File: src/logic/dsf_pkg.sv
// Purpose: Shared constants and carriers for the drive status-flag logic
// Assumes: 16-bit signed speed values, thermal load in 0.1 % units
// Notes:   Bit-word selects stand in for the three parameter word numbers
package dsf_pkg;

	// ----------------------------------------
	// Bit-word selects
	// ----------------------------------------
	localparam logic [1:0] DSF_SEL_SPEED_CFG  = 2'h0;
	localparam logic [1:0] DSF_SEL_STATUS     = 2'h1;
	localparam logic [1:0] DSF_SEL_OPTION_CFG = 2'h2;

	// ----------------------------------------
	// Reset values
	// ----------------------------------------
	localparam logic [15:0] DSF_SPEED_CFG_RST  = 16'h0200;
	localparam logic [15:0] DSF_OPTION_CFG_RST = 16'h0020;

	// ----------------------------------------
	// Speed configuration word fields
	// ----------------------------------------
	localparam int DSF_B_WINDOW_ABS   = 7;
	localparam int DSF_B_DIGITAL_REF  = 12;
	localparam int DSF_B_FREQ_REF_SEL = 13;
	localparam int DSF_B_RESERVED_CFG = 15;

	// ----------------------------------------
	// Status word fields
	// ----------------------------------------
	localparam int DSF_B_OVERSPEED   = 0;
	localparam int DSF_B_IN_SPEED    = 1;
	localparam int DSF_B_ZERO_SPEED  = 2;
	localparam int DSF_B_FORWARD     = 3;
	localparam int DSF_B_DRIVE_OK    = 4;
	localparam int DSF_B_HW_ENABLE   = 5;
	localparam int DSF_B_PHASING_OK  = 6;
	localparam int DSF_B_EXT_ALARM   = 7;
	localparam int DSF_B_AUX_ALARM   = 8;
	localparam int DSF_B_SYNC_WDG_A  = 9;
	localparam int DSF_B_REG_SAT     = 10;
	localparam int DSF_B_THERMAL     = 11;
	localparam int DSF_B_CONV_EN     = 12;
	localparam int DSF_B_BUS_WARNING = 13;
	localparam int DSF_B_BUS_OFF     = 14;
	localparam int DSF_B_SYNC_WDG_B  = 15;

	// ----------------------------------------
	// Option configuration word fields
	// ----------------------------------------
	localparam int DSF_B_VIRT_ENC    = 0;
	localparam int DSF_B_SUPPLY_SEL  = 1;
	localparam int DSF_B_TORQUE_MODE = 2;
	localparam int DSF_B_FREQ_FORMAT = 5;

	// Thermal load full scale: 100.0 % in 0.1 % steps
	localparam logic [15:0] DSF_THERMAL_FULL = 16'h03E8;

	// ----------------------------------------
	// Carriers
	// ----------------------------------------
	typedef struct packed {
		logic        en;
		logic [1:0]  sel;
		logic [15:0] data;
	} dsf_wr_t;

	typedef struct packed {
		logic alarm_any;
		logic hw_enable;
		logic phasing_done;
		logic sync_msg;
		logic reg_sat;
		logic bus_warning;
		logic bus_off;
		logic conv_enabled;
	} dsf_stat_in_t;

	typedef struct packed {
		logic signed [15:0] upper;
		logic signed [15:0] lower;
		logic        [15:0] overspeed;
	} dsf_limits_t;

endpackage

File: src/logic/dsf_status_flags.sv
// Purpose: Speed-loop status flags, reference select and option bits
// Assumes: tick_i is the control-loop tick, one cycle wide
// Notes:   Three 16-bit bit words behind a simple parameter port
//
// What this block does
// - Digital mode: internal or frequency reference
// - Frequency input as freq/dir or quadrature
// - Overspeed flag when speed magnitude exceeds threshold
// - Relative window: error between limits sets in-speed
// - Absolute window: speed between limits sets in-speed
// - Zero-speed flag is 0 at zero speed
// - Forward flag is 0 at positive speed
// - Drive-ok is 1 without alarms
// - Hardware-enable bit follows enable, readable everywhere
// - Phasing bit set after successful phasing
// - Two user-writable alarm bits, external and auxiliary
// - Sync message sets both watchdog bits
// - Thermal full scale sets flag, limits current
// - Transient bus error sets bus-warning flag
// - Permanent bus error sets bus-off flag
// - Read-only converter-enabled status bit
// - Virtual encoder follows its enable bit, default 0
// - Supply selection sampled only at start-up
// - Torque-mode bit turns analogue into torque command
// - Digital-select bit picks analogue or digital reference
// - Frequency format defaults to quadrature
`timescale 1ns/1ns
`default_nettype none

module dsf_status_flags (
	// Clock and reset
	input  wire logic                 clk_sys_i,
	input  wire logic                 rstn_i,
	input  wire logic                 tick_i,
	// Parameter port
	input  wire dsf_pkg::dsf_wr_t     wr_i,
	input  wire logic [1:0]           rd_sel_i,
	output logic [15:0]               rd_data_o,
	// Speed values and references
	input  wire logic signed [15:0]   measured_speed_i,
	input  wire dsf_pkg::dsf_limits_t limits_i,
	input  wire logic signed [15:0]   analog_ref_i,
	input  wire logic signed [15:0]   internal_reference_i,
	input  wire logic [15:0]          thermal_load_level_i,
	input  wire logic                 supply_saved_i,
	// Frequency input
	input  wire logic                 freq_a_i,
	input  wire logic                 freq_b_i,
	// Drive events and levels
	input  wire dsf_pkg::dsf_stat_in_t stat_i,
	// Outputs to the drive
	output logic signed [15:0]        speed_ref_o,
	output logic signed [15:0]        torque_cmd_o,
	output logic signed [15:0]        frequency_reference_o,
	output logic                      torque_mode_o,
	output logic                      current_limit_nominal_o,
	output logic                      virtual_encoder_en_o,
	output logic                      supply_low_o
);
	import dsf_pkg::*;

	// Quadrature step: +1, -1 or 0 from old and new phase pairs
	function automatic logic signed [1:0] quad_step(input logic [1:0] o, input logic [1:0] n);
		logic signed [1:0] s;
		s = 2'sh0;
		unique case ({o, n})
			4'h1, 4'h7, 4'hE, 4'h8: s = 2'sh1;
			4'h2, 4'hB, 4'hD, 4'h4: s = -2'sh1;
			default: s = 2'sh0;
		endcase
		return s;
	endfunction

	// ----------------------------------------
	// Configuration words
	// ----------------------------------------
	logic [15:0] spd_cfg_q, spd_cfg_d;
	logic [15:0] opt_cfg_q, opt_cfg_d;
	logic        started_q, started_d;
	logic        supply_q,  supply_d;

	always_comb begin
		spd_cfg_d = spd_cfg_q;
		opt_cfg_d = opt_cfg_q;
		started_d = 1'b1;
		supply_d  = supply_q;
		// Stored as written; software keeps the reserved bit at zero
		if (wr_i.en && wr_i.sel == DSF_SEL_SPEED_CFG) begin
			spd_cfg_d = wr_i.data;
		end
		if (wr_i.en && wr_i.sel == DSF_SEL_OPTION_CFG) begin
			opt_cfg_d = wr_i.data;
		end
		// Saved value caught once; later writes wait for a restart
		if (!started_q) begin
			supply_d = supply_saved_i;
		end
	end

	always_ff @(posedge clk_sys_i) begin
		if (!rstn_i) begin
			spd_cfg_q <= DSF_SPEED_CFG_RST;
			opt_cfg_q <= DSF_OPTION_CFG_RST;
			started_q <= 1'b0;
			supply_q  <= 1'b0;
		end else begin
			spd_cfg_q <= spd_cfg_d;
			opt_cfg_q <= opt_cfg_d;
			started_q <= started_d;
			supply_q  <= supply_d;
		end
	end

	// ----------------------------------------
	// Frequency input decoder
	// ----------------------------------------
	logic [1:0]         ph_q, ph_d;
	logic signed [15:0] acc_q, acc_d;
	logic signed [15:0] fref_q, fref_d;
	logic signed [1:0]  step;

	always_comb begin
		ph_d = {freq_a_i, freq_b_i};
		// Quadrature counts every edge; freq/dir counts rising A, B is direction
		if (opt_cfg_q[DSF_B_FREQ_FORMAT]) begin
			step = quad_step(ph_q, ph_d);
		end else if (freq_a_i && !ph_q[1]) begin
			step = freq_b_i ? -2'sh1 : 2'sh1;
		end else begin
			step = 2'sh0;
		end
		acc_d  = acc_q + 16'(step);
		fref_d = fref_q;
		// Counts per tick become the frequency reference
		if (tick_i) begin
			fref_d = acc_d;
			acc_d  = 16'sh0;
		end
	end

	always_ff @(posedge clk_sys_i) begin
		if (!rstn_i) begin
			// Track the pins through reset so a parked phase does not count on release
			ph_q   <= ph_d;
			acc_q  <= 16'sh0;
			fref_q <= 16'sh0;
		end else begin
			ph_q   <= ph_d;
			acc_q  <= acc_d;
			fref_q <= fref_d;
		end
	end

	// ----------------------------------------
	// Reference select and status word
	// ----------------------------------------
	logic [15:0]        stat_q, stat_d;
	logic signed [15:0] sref_q, sref_d;
	logic signed [15:0] tcmd_q, tcmd_d;
	logic [15:0]        rd_q, rd_d;
	logic signed [16:0] err, spd_abs;
	logic               in_win_rel, in_win_abs;

	always_comb begin
		// Analogue unless digital; then internal or frequency
		if (!spd_cfg_q[DSF_B_DIGITAL_REF]) begin
			sref_d = analog_ref_i;
		end else if (spd_cfg_q[DSF_B_FREQ_REF_SEL]) begin
			sref_d = fref_q;
		end else begin
			sref_d = internal_reference_i;
		end
		// Analogue reference becomes a torque command in torque mode
		tcmd_d = opt_cfg_q[DSF_B_TORQUE_MODE] ? analog_ref_i : 16'sh0;

		err        = 17'(measured_speed_i) - 17'(sref_q);
		spd_abs    = measured_speed_i[15] ? -17'(measured_speed_i) : 17'(measured_speed_i);
		in_win_rel = err < 17'(limits_i.upper) && err > 17'(limits_i.lower);
		in_win_abs = measured_speed_i < limits_i.upper && measured_speed_i > limits_i.lower;

		stat_d = stat_q;
		// Speed comparisons refresh on the loop tick only
		if (tick_i) begin
			stat_d[DSF_B_OVERSPEED]  = spd_abs > 17'(limits_i.overspeed);
			stat_d[DSF_B_IN_SPEED]   = spd_cfg_q[DSF_B_WINDOW_ABS] ? in_win_abs : in_win_rel;
			stat_d[DSF_B_ZERO_SPEED] = measured_speed_i != 16'sh0;
			stat_d[DSF_B_FORWARD]    = !(measured_speed_i > 16'sh0);
		end
		// User alarms written by software
		if (wr_i.en && wr_i.sel == DSF_SEL_STATUS) begin
			stat_d[DSF_B_EXT_ALARM]  = wr_i.data[DSF_B_EXT_ALARM];
			stat_d[DSF_B_AUX_ALARM]  = wr_i.data[DSF_B_AUX_ALARM];
			stat_d[DSF_B_SYNC_WDG_A] = stat_q[DSF_B_SYNC_WDG_A] & wr_i.data[DSF_B_SYNC_WDG_A];
			stat_d[DSF_B_SYNC_WDG_B] = stat_q[DSF_B_SYNC_WDG_B] & wr_i.data[DSF_B_SYNC_WDG_B];
		end
		// Sync wins over a clear in the same cycle
		if (stat_i.sync_msg) begin
			stat_d[DSF_B_SYNC_WDG_A] = 1'b1;
			stat_d[DSF_B_SYNC_WDG_B] = 1'b1;
		end
		stat_d[DSF_B_DRIVE_OK] = !(stat_i.alarm_any || stat_d[DSF_B_EXT_ALARM] || stat_d[DSF_B_AUX_ALARM]);
		stat_d[DSF_B_HW_ENABLE]   = stat_i.hw_enable;
		stat_d[DSF_B_PHASING_OK]  = stat_i.phasing_done;
		stat_d[DSF_B_REG_SAT]     = stat_i.reg_sat;
		stat_d[DSF_B_THERMAL]     = thermal_load_level_i >= DSF_THERMAL_FULL;
		stat_d[DSF_B_CONV_EN]     = stat_i.conv_enabled;
		stat_d[DSF_B_BUS_WARNING] = stat_i.bus_warning;
		stat_d[DSF_B_BUS_OFF]     = stat_i.bus_off;

		// Read data sees the words as they stand this cycle
		unique case (rd_sel_i)
			DSF_SEL_SPEED_CFG:  rd_d = spd_cfg_q;
			DSF_SEL_STATUS:     rd_d = stat_q;
			DSF_SEL_OPTION_CFG: rd_d = opt_cfg_q;
			default:            rd_d = 16'h0000;
		endcase
	end

	always_ff @(posedge clk_sys_i) begin
		if (!rstn_i) begin
			stat_q <= 16'h0000;
			sref_q <= 16'sh0;
			tcmd_q <= 16'sh0;
			rd_q   <= 16'h0000;
		end else begin
			stat_q <= stat_d;
			sref_q <= sref_d;
			tcmd_q <= tcmd_d;
			rd_q   <= rd_d;
		end
	end

	// ----------------------------------------
	// Outputs
	// ----------------------------------------
	assign rd_data_o               = rd_q;
	assign speed_ref_o             = sref_q;
	assign torque_cmd_o            = tcmd_q;
	assign frequency_reference_o   = fref_q;
	assign torque_mode_o           = opt_cfg_q[DSF_B_TORQUE_MODE];
	assign current_limit_nominal_o = stat_q[DSF_B_THERMAL];
	assign virtual_encoder_en_o    = opt_cfg_q[DSF_B_VIRT_ENC];
	assign supply_low_o            = supply_q;
endmodule

`default_nettype wire

File: config.mk
export PLATFORM = sky130hd
export DESIGN_NAME = dsf_status_flags
export DESIGN_NICKNAME = d
export VERILOG_FILES = /design/src/logic/dsf_pkg.sv /design/src/logic/dsf_status_flags.sv
export SDC_FILE = /design/constraint.sdc
export NUM_CORES = 1
export LEC_CHECK = 0
export ABC_AREA = 1
export BUFFER_PORTS_ARGS = -buffer_cell sky130_fd_sc_hd__buf_2
export CORE_MARGIN = 2
export CORE_UTILIZATION = 45
export DETAILED_ROUTE_END_ITERATION = 16
export HOLD_SLACK_MARGIN = 0.08
export PLACE_DENSITY = 0.69
export SYNTH_ARGS = -nofsm -noshare
export SYNTH_HDL_FRONTEND = slang
export SYNTH_SLANG_ARGS = --single-unit
File: constraint.sdc
create_clock -name clk_sys_i -period 4.2 [get_ports clk_sys_i]
set_clock_uncertainty 0.05 [all_clocks]
set_input_delay 0.63 -clock clk_sys_i [delete_from_list [all_inputs] [get_ports clk_sys_i]]
set_output_delay 0.63 -clock clk_sys_i [all_outputs]
set_load 0.02 [all_outputs]
==> qor.csv, run 1 <==
metric,value,unit
clockBufferDepth,2,
drt_wl_total,24100,microns
met3_usage,3.83,%
die_y,143,microns
finalSetupViolCount,0,
synth.cell_area,0.00875,sq mm
end_kind,register,
grt_use_met2,39.7,%
ys_seq_area_share,30.2,%
core_area,0.0193,sq mm
arrival,3.63,ns
timing.fmax,0.298,GHz
slew_viol_final,0,
placed_area,0.0100,sq mm
antenna_left,0,
cts_tree,built,
finalCritPeriodShare,79.9,%
syn_inst,1243,
die_w,143,microns
layout-drive-gt1-share,19.0,%
antenna_found_initial,0,
initial_core_util,45.4,%
track_usage,23.6,%
combPwrFrac,26.4,%
post-dp-hpwl,19400,microns
post_cts_resized,0,
cellPowerDensity,374,mW/mm^2
slew_headroom,29.3,%
grt_pass1_vias,7792,
critPathMaxStageDelay,0.43,ns
path_common_cell,nand2_1,
layout_common_cells,"nand2_1, inv_1, buf_2",
cts_buffers,17,
hold_viol,0,
tightest_slew,1.06,ns
cp_num_buf_inv,4,
grt_max_degree,42,
clk_pin_slew_worst_paths,0.06,ns
pwr-share-clk,38.8,%
critPathLaunchType,input port,
dieArea,0.0206,sq mm
drt_drc_violations_left,0,
avgViaCountPerCell,4.85,
stdcell_area,0.0107,sq mm
cp_cell_sequence,buf_2 -> inv_2 -> ha_1 -> fa_1 -> o21ai_2 -> nand4_1 -> o2111ai_1 -> nand3_1 -> nand4_1 -> o21ai_0 -> ha_1 -> nand2_1 -> nor2_1 -> and2_1 -> nand3_1 -> nand3_1 -> nand2_1 -> nand2_1 -> inv_1 -> nand2_1 -> nand3_1 -> nand2_1 -> inv_1,
slowest_stage,fa_1,
setup-tns-final,0,ns
clock_sinks,132,
syn2layout_area_growth,21.8,%
dp.cells,1694,
crit_family,simple AND/OR/NAND/NOR gates,
drt-initial-drc-count,459,
grt_setup_unrepaired,false,
crit_required,4.48,ns
place.gp.congestion,0.914,
hold_slack,0.292,ns
p_leak,5.91,nW
seq_power_share,34.8,%
finalCriticalPeriod,3.36,ns
hp-class,input port to register,
switching_share,32.4,%
vias,8367,
fill_cells,1918,
final_common_cell,nand2_1,
insertion_delay,0.43,ns
ys_warn_count,0,
ios,215,
cts_root_buf,clkbuf_16,
fin_cells,1726,
n_antenna_cell,0,
fin_nets,1713,
syn_nets,1508,
path_class,input port to register,
port-buffer-count,211,
ir_drop,224,uV
grtUsageMet1,30.8,%
outcome,completed,
rows,51,
grt_pass1_wl,38000,microns
grt_overflow,0,
worstPathMaxFanout,6,
power.switching,0.00129,W
ys_types,48,
cts_setup_buffers,0,
ys_seq_elements,132,
grt-busiest-layer,met2,
post_drt_wl_per_cell,14.0,microns
hold_buffers,0,
cts_max_level,4,
p_int,0.00269,W
avgSynthCellArea,7.04,sq um
timing.max_cap.violations,0,
firstDrtPassIters,5,
cells by family (layout without fill, tap and decap cells):
kind of cell               Yosys count  after routing  synth area share [%]
DFF                                132            132                  30.2
and+or+nand+nor                    482            482                  22.9
AOI/OAI and AO/OA                  212            212                  14.7
adders and majority gates          118            118                  17.0
xor gates and xnor gates            38             38                  3.80
buffers and inverters              261            479                  11.3
worst reg2reg max path: stages (launching register included):
cell	delay, ns
dfxtp_1	0.35
ha_1	0.23
fa_1	0.43
o21ai_2	0.24
nand4_1	0.15
o2111ai_1	0.19
nand3_1	0.12
nand4_1	0.09
o21ai_0	0.13
ha_1	0.38
nand2_1	0.07
nor2_1	0.12
and2_1	0.16
nand3_1	0.09
nand3_1	0.10
nand2_1	0.05
nand2_1	0.07
inv_1	0.04
nand2_1	0.05
nand3_1	0.06
nand2_1	0.06
inv_1	0.03
synthesized netlist by cell type (all sizes together):
cell type / n / area share [%]
nand2: 272 / 12
inv: 230 / 9.9
dfxtp: 132 / 30
nor2: 120 / 5.2
ha: 116 / 17
o21ai: 77 / 4.7
a21oi: 76 / 4.7
nand3: 50 / 3.0
o211ai: 29 / 2.5
xor2: 24 / 2.4
clkbuf: 19 / 0.82
nor3: 16 / 1.3
xnor2: 14 / 1.4
nand4: 10 / 0.72
buf: 9 / 0.50
o21bai: 6 / 0.56
a31oi: 5 / 0.43
a21o: 4 / 0.34
o221ai: 4 / 0.40
or2: 4 / 0.29
a211oi: 3 / 0.26
clkinv: 3 / 0.13
nand3b: 3 / 0.26
nor4: 3 / 0.21
and3: 2 / 0.14
fa: 2 / 0.46
o2111ai: 2 / 0.20
o31ai: 2 / 0.17
a21boi: 1 / 0.21
a41oi: 1 / 0.10
and2: 1 / 0.072
nor3b: 1 / 0.086
o21a: 1 / 0.086
o22ai: 1 / 0.072
power groups by stage:
stage          registers, W  clock network [W]  logic (W)
3_5_place_dp        0.00141                  0    0.00105
3_3_place_gp        0.00141                  0    0.00103
6_report            0.00138            0.00155    0.00105
5_1_grt             0.00139            0.00163    0.00121
2_1_floorplan       0.00145                  0   0.000688
4_1_cts             0.00138            0.00157    0.00105
area by class of cell:
class                      instances  area (sq um)  share of cell area, %
clock buffer                      19           443                   4.16
timing repair buffer             214          1080                   10.1
inverter                         233           875                   8.21
sequential                       132          2640                   24.8
tap                              265           332                   3.11
multi-input combinational        850          5120                   48.0
clock inverter                    13           170                   1.60
state kept, by name, summed over array words and instances (netlist names):
| name | count |
|---|---|
| acc_q | 16 |
| frequency_reference_o | 16 |
| opt_cfg_q | 16 |
| ph_q | 2 |
| rd_data_o | 16 |
| spd_cfg_q | 16 |
| speed_ref_o | 16 |
| started_q | 1 |
| stat_q | 16 |
| supply_low_o | 1 |
| torque_cmd_o | 16 |
stage by stage:
stage / setup WS [ns] / utilization, % / total power (W)
global placement: 0.485 / 52.1 / 0.00243
global route: 0.540 / 55.3 / 0.00422
finish: 0.843 / 55.3 / 0.00398
CTS: 0.874 / 55.3 / 0.00401
detailed placement: 0.432 / 52.1 / 0.00246
floorplan: 0.925 / - / 0.00213
worst paths after layout:
path / startpoint / end / slack [ns] / cells after the start
worst max-delay path: measured_speed_i[0] / stat_q[1] / 0.84 / 23
worst min-delay path: freq_b_i / ph_q[0] / 0.29 / 1
worst max register to register: speed_ref_o[0] / stat_q[1] / 0.85 / 21
worst min register to register: started_q / supply_low_o / 0.40 / 1
layer usage:
metal	wire length [microns]	vias to the layer above
li1	-	4387
met1	11300	3748
met2	11100	197
met3	1140	35
met4	524	0
met5	0	-
Power figures use the tool's default switching activity.
==> inputs of run 2 (changes only) <==
--- a/config.mk
+++ b/config.mk
@@ -5,13 +5,13 @@
 export SDC_FILE = /design/constraint.sdc
 export NUM_CORES = 1
 export LEC_CHECK = 0
-export ABC_AREA = 1
+export ABC_AREA = 0
 export BUFFER_PORTS_ARGS = -buffer_cell sky130_fd_sc_hd__buf_2
 export CORE_MARGIN = 2
 export CORE_UTILIZATION = 45
 export DETAILED_ROUTE_END_ITERATION = 16
 export HOLD_SLACK_MARGIN = 0.08
-export PLACE_DENSITY = 0.69
+export PLACE_DENSITY = 0.72
 export SYNTH_ARGS = -nofsm -noshare
 export SYNTH_HDL_FRONTEND = slang
 export SYNTH_SLANG_ARGS = --single-unit
==> constraint.sdc (replaced) <==
create_clock -name clk_sys_i -period 2.8 [get_ports clk_sys_i]
set_clock_uncertainty 0.05 [all_clocks]
set_input_delay 0.42 -clock clk_sys_i [delete_from_list [all_inputs] [get_ports clk_sys_i]]
set_output_delay 0.42 -clock clk_sys_i [all_outputs]
set_load 0.02 [all_outputs]
==> run 2 against run 1 <==
Compared with the run above:
- the flow now finishes with violations (negative setup slack)
- register-to-register slack worse by 1.4 ns
- area after synthesis decreased by 1.4%
- highest routed layer is now met5
- sequential cell count unchanged
- combinational power is 72% higher
- critical path depth fell by 8
- via count grew 1.9%
- routed wire length up 11%
- non-clock buffer count increased by 127
- largest power group unchanged
==> qor.csv, run 2 <==
metric,value,unit
outcome,finished with violations,
violations,negative setup slack,
synth_top_family_by_area,compound AO/OA/AOI/OAI gates,
holdCritStartpoint,freq_a_i,
clk_pin_slew_worst_paths,0.06,ns
cts_root_buf,clkbuf_16,
grt_max_degree,46,
synth_compound_area_share,19.6,%
grt_overflow,0,
grt_pass1_vias,8264,
synth.largest_area_cell,dfxtp_1,
synth.area.mux_share,4.67,%
drt_wl_total,26700,microns
slew_headroom,51.1,%
hold_viol,0,
firstDrtPassIters,4,
synth_simple_gate_area_share,18.7,%
antenna_found_initial,3,
synth_edf_count,0,
dieArea,0.0203,sq mm
yosys.area.top_type_share,30.6,%
path_common_cell,buf_4,
p_int,0.00406,W
fin_ws,-0.593,ns
combPwrFrac,30.4,%
worstPathMaxFanout,3,
timing.max_cap.violations,0,
tightest_slew,0.731,ns
ys_types,69,
synthAdderAreaFrac,17.3,%
die_y,142,microns
syn2layout_area_growth,37.2,%
cts_max_level,4,
ys_warn_count,0,
slowest_stage,fa_2,
timing.fmax,0.295,GHz
reg2reg_from,speed_ref_o[0],
vias,8526,
clockBufferDepth,2,
path_class,register to register,
synth.cell_area,0.00862,sq mm
hp-class,input port to register,
end_kind,register,
initial_core_util,45.9,%
synthTopCellsByCount,"dfxtp_1, nand2_1, ha_1",
yosys-top-cells-area,"dfxtp_1, ha_1, nand2_1",
ir_drop,423,uV
antenna_left,0,
layout_common_cells,"buf_2, nand2_1, dfxtp_1",
seq_power_share,34.3,%
rows,50,
final_core_util,63.0,%
cellPowerDensity,502,mW/mm^2
ys_seq_area_share,30.6,%
yosys.area_share.xor_xnor,3.96,%
power.switching,0.00189,W
core_area,0.0188,sq mm
ios,215,
place.gp.congestion,0.956,
crit_required,3.06,ns
syn_nets,1272,
insertion_delay,0.42,ns
grt_pass1_wl,41100,microns
slew_viol_final,0,
finalSetupViolCount,2,
avgSynthCellArea,8.56,sq um
synth_flop_cell,dfxtp_1,
synthArstFlopShare,0,%
avgViaCountPerCell,5.41,
track_usage,25.6,%
crit_start,speed_ref_o[0],
grt_setup_unrepaired,true,
port-buffer-count,211,
clock_sinks,132,
finalCritPeriodShare,121,%
syn_inst,1007,
yosysMostFrequentCell,dfxtp_1,
cts_buffers,17,
hold_slack,0.0983,ns
drt_drc_violations_left,0,
switching_share,31.7,%
ys_seq_elements,132,
critPathLaunchType,register,
layout-drive-gt1-share,34.2,%
cp_cell_sequence,ha_4 -> fa_2 -> nor2b_2 -> o31a_1 -> o22ai_4 -> buf_4 -> buf_4 -> xnor2_2 -> ha_1 -> nand4_1 -> a2111oi_2 -> nor3_1 -> o21ai_1 -> mux2i_1 -> a311o_1,
post-dp-hpwl,20500,microns
cts_tree,built,
finalCriticalPeriod,3.39,ns
fin_nets,1593,
die_w,142,microns
post_drt_wl_per_cell,17.0,microns
final_common_cell,buf_2,
arrival,3.65,ns
p_leak,5.84,nW
fill_cells,1573,
critPathMaxStageDelay,0.40,ns
drt-initial-drc-count,412,
pwr-share-clk,35.3,%
run 2: per-layer routing:
layer  track usage (%)  part of all wire, %  up-vias
li1                  -                    -     4238
met1              33.2                   45     3985
met5                 0                0.071        -
met2              42.6                   47      256
met4              9.22                  2.4        4
met3              4.91                  6.2       43
run 2: layout make-up:
type | instances | area [sq um] | area share, %
Multi-Input combinational cell | 761 | 5970 | 50.4
Clock buffer | 20 | 467 | 3.95
Timing Repair Buffer | 341 | 2070 | 17.5
Clock inverter | 12 | 92.6 | 0.783
Inverter | 75 | 287 | 2.42
Antenna cell | 1 | 2.50 | 0.0212
Tap cell | 234 | 293 | 2.48
Sequential cell | 132 | 2650 | 22.4
run 2: repair_timing:
action / in CTS / in global routing
endpoints found under the setup margin: 6 / 17
hold buffers: 0 / 0
pin swaps: 23 / 31
endpoints found under the hold margin: 0 / 0
buffers inserted: 3 / 2
gates resized for setup: 20 / 46
cloned: 1 / 0
run 2: logic make-up (layout without fill, tap and decap cells):
group	after synthesis	in the layout
muxes	39	39
other	0	1
adders and majority gates	118	118
buffers and inverters	115	448
xor gates and xnor gates	39	39
AOI/OAI and AO/OA	239	240
and+or+nand+nor	325	325
DFF	132	132
run 2: power by group through the flow:
stage               Clock (W)  Sequential, W  Combinational [W]
floorplan                   0        0.00212           0.000934
global placement            0        0.00208            0.00165
detailed placement          0        0.00208            0.00169
CTS                   0.00212        0.00204            0.00173
global route          0.00219        0.00205            0.00200
finish                0.00210        0.00204            0.00181
run 2: final timing paths:
path / depth (start not counted) / slack [ns] / to
worst min register to register: 2 / 0.40 / spd_cfg_q[5]
worst max-delay path: 15 / -0.59 / stat_q[1]
worst min-delay path: 1 / 0.1 / ph_q[1]
worst max register to register: 15 / -0.59 / stat_q[1]
run 2: critical path: cells and delay by family (launching register included):
family                     cells  cell delay, ns
AOI/OAI and AO/OA              5            1.14
xor gates and xnor gates       1            0.14
adders and majority gates      3            0.89
buffers and inverters          2            0.27
DFF                            1            0.35
muxes                          1            0.10
and+or+nand+nor                3            0.35
run 2: stage by stage:
stage / total power, W / std cells / worst slack, ns / setup TNS [ns] / cell area (sq um)
after floorplan: 0.00306 / 1007 / -0.426 / -0.702 / 8770
after global placement: 0.00373 / 1537 / -0.768 / -6.95 / 10900
after detailed placement: 0.00376 / 1537 / -0.847 / -8.39 / 10900
after CTS: 0.00589 / 1573 / -0.585 / -0.659 / 11600
after global routing: 0.00624 / 1575 / -0.769 / -1.35 / 11800
final: 0.00594 / 1576 / -0.593 / -0.721 / 11800
==> inputs of run 3 (changes only) <==
--- a/config.mk
+++ b/config.mk
@@ -6,12 +6,15 @@
 export NUM_CORES = 1
 export LEC_CHECK = 0
 export ABC_AREA = 0
+export ABC_CLOCK_PERIOD_IN_PS = 2800
 export BUFFER_PORTS_ARGS = -buffer_cell sky130_fd_sc_hd__buf_2
 export CORE_MARGIN = 2
 export CORE_UTILIZATION = 45
 export DETAILED_ROUTE_END_ITERATION = 16
 export HOLD_SLACK_MARGIN = 0.08
 export PLACE_DENSITY = 0.72
+export SKIP_LAST_GASP = 1
+export SLEW_MARGIN = 20
 export SYNTH_ARGS = -nofsm -noshare
 export SYNTH_HDL_FRONTEND = slang
 export SYNTH_SLANG_ARGS = --single-unit
==> run 3 against run 2 <==
Compared with the run above:
- the flow still finishes with violations (negative setup slack)
- worst hold slack improved by 0.00081 ns
- maximum frequency fell by 0.25%
- die area did not move
- sequential cell count did not move
- critical path depth fell by 2
- count of clock-buffer cells in the layout did not move
- core utilization barely moved
- routed wire length fell by 0.36%
- final area barely moved
- non-clock buffer count did not move
- total power barely moved
- via count barely moved
- critical endpoint unchanged
- largest cell class unchanged
- largest power group unchanged
==> qor.csv, run 3 (same netlist as run 2, synthesis figures left out) <==
metric,value,unit
dieArea,0.0203,sq mm
slew_headroom,50.7,%
worstSetupPathDepth,13,
fin_ws,-0.602,ns
stdcell_area,0.0118,sq mm
rows,50,
slowest_stage,or4_4,
die_y,142,microns
drt-initial-drc-count,441,
hp-class,input port to register,
avgViaCountPerCell,5.41,
met3_length,1580,microns
cellPowerDensity,502,mW/mm^2
core_area,0.0188,sq mm
cts_root_buf,clkbuf_16,
seq_power_share,34.3,%
fin_nets,1593,
path_common_cell,ha_1,
drt_wl_total,26600,microns
whs_path_depth,1,
critPathLaunchType,register,
firstDrtPassIters,5,
final_common_cell,buf_2,
reg2reg_depth,13,
outcome,finished with violations,
post_drt_wl_per_cell,16.9,microns
port-buffer-count,211,
violations,negative setup slack,
layout_common_cells,"buf_2, nand2_1, dfxtp_1",
reg2reg_from,speed_ref_o[7],
placed_area,0.0109,sq mm
grt_overflow,0,
clock_sinks,132,
top_layer,met5,
fin_cells,1576,
antenna_left,0,
place.gp.congestion,0.956,
slew_viol_final,0,
syn2layout_area_growth,37.2,%
fill_cells,1568,
hold_viol,0,
holdCritStartpoint,freq_a_i,
timing.fmax,0.294,GHz
finalCriticalPeriod,3.40,ns
finalCritPeriodShare,121,%
grt_max_degree,46,
clockBufferDepth,2,
ios,215,
p_int,0.00406,W
cts_max_level,4,
path_class,register to register,
crit_required,3.11,ns
drt-met1-wl,11900,microns
grt_setup_unrepaired,true,
layout-drive-gt1-share,34.1,%
vias,8522,
p_leak,5.84,nW
dp.cells,1537,
p_total,0.00594,W
initial_core_util,45.9,%
switching_share,31.7,%
clk_pin_slew_worst_paths,0.06,ns
die_w,142,microns
crit_start,speed_ref_o[7],
antenna_found_initial,3,
hold_buffers,0,
cts_tree,built,
drt_drc_violations_left,0,
critPathMaxStageDelay,0.44,ns
grt_pass1_wl,41100,microns
post-dp-hpwl,20500,microns
pwr-share-clk,35.3,%
cp_num_buf_inv,2,
end_kind,register,
track_usage,25.6,%
dr_wl_met2,12500,microns
cts_buffers,17,
power.switching,0.00188,W
combPwrFrac,30.4,%
grt_pass1_vias,8266,
worstPathMaxFanout,3,
tightest_slew,0.737,ns
finalSetupViolCount,2,
ir_drop,422,uV
crit_family,compound AO/OA/AOI/OAI gates,
timing.max_cap.violations,0,
insertion_delay,0.42,ns
cp_cell_sequence,inv_1 -> ha_1 -> buf_4 -> or4_4 -> o22ai_4 -> o21ai_2 -> o41a_1 -> a221oi_2 -> ha_1 -> nand3_1 -> nor3_2 -> a2111oi_0 -> a311o_1,
arrival,3.72,ns
final_core_util,63.0,%
run 3: cell counts in the layout (fill, tap and decap cells not counted):
No cell type changed its count.
run 3: path summary, 6_finish.rpt:
| check | endpoint | slack (ns) |
|---|---|---|
| worst max register to register | stat_q[1] | -0.60 |
| worst min register to register | spd_cfg_q[14] | 0.40 |
| worst max-delay path | stat_q[1] | -0.60 |
| worst min-delay path | ph_q[1] | 0.1 |
run 3: per-stage QoR:
step	hold WS, ns	setup TNS (ns)	setup slack [ns]
finish	0.0992	-0.719	-0.602
global route	0.0872	-1.32	-0.782
CTS	0.102	-0.672	-0.597
global placement	0.390	-6.95	-0.768
floorplan	0.384	-0.702	-0.426
detailed placement	0.395	-8.39	-0.847
run 3: layer usage:
layer / global-route usage (%) / vias to the layer above
met4: 9.22 / 4
met5: 0 / -
met1: 33.2 / 3978
met2: 42.6 / 264
li1: - / 4235
met3: 4.91 / 41
run 3: final cells by class:
| type | instances | area, sq um | share of cell area [%] |
|---|---|---|---|
| inverter | 75 | 287 | 2.42 |
| antenna | 1 | 2.50 | 0.0212 |
| sequential | 132 | 2650 | 22.4 |
| clock buffer | 20 | 467 | 3.95 |
| timing repair buffer | 341 | 2070 | 17.5 |
| clock inverter | 12 | 92.6 | 0.783 |
| tap | 234 | 293 | 2.48 |
| multi-input combinational | 761 | 5970 | 50.5 |
run 3: power groups by stage:
stage / clock (W) / sequential [W] / combinational (W)
finish: 0.00209 / 0.00204 / 0.00181
CTS: 0.00212 / 0.00204 / 0.00173
global route: 0.00219 / 0.00205 / 0.00200
global placement: 0 / 0.00208 / 0.00165
detailed placement: 0 / 0.00208 / 0.00169
floorplan: 0 / 0.00212 / 0.000934
run 3: worst register-to-register path: stages (launching register included):
cell and delay [ns]:
dfxtp_2 0.33, inv_1 0.08, ha_1 0.19, buf_4 0.15
or4_4 0.44, o22ai_4 0.18, o21ai_2 0.09, o41a_1 0.36
a221oi_2 0.33, ha_1 0.33, nand3_1 0.11, nor3_2 0.06
a2111oi_0 0.42, a311o_1 0.23
run 3: repair_timing:
action                                  CTS  global route
resized for setup                        19            45
endpoints found under the setup margin    6            17
pin swaps                                23            30
cloned                                    1             0
hold endpoints to repair                  0             0
setup buffers                             3             2
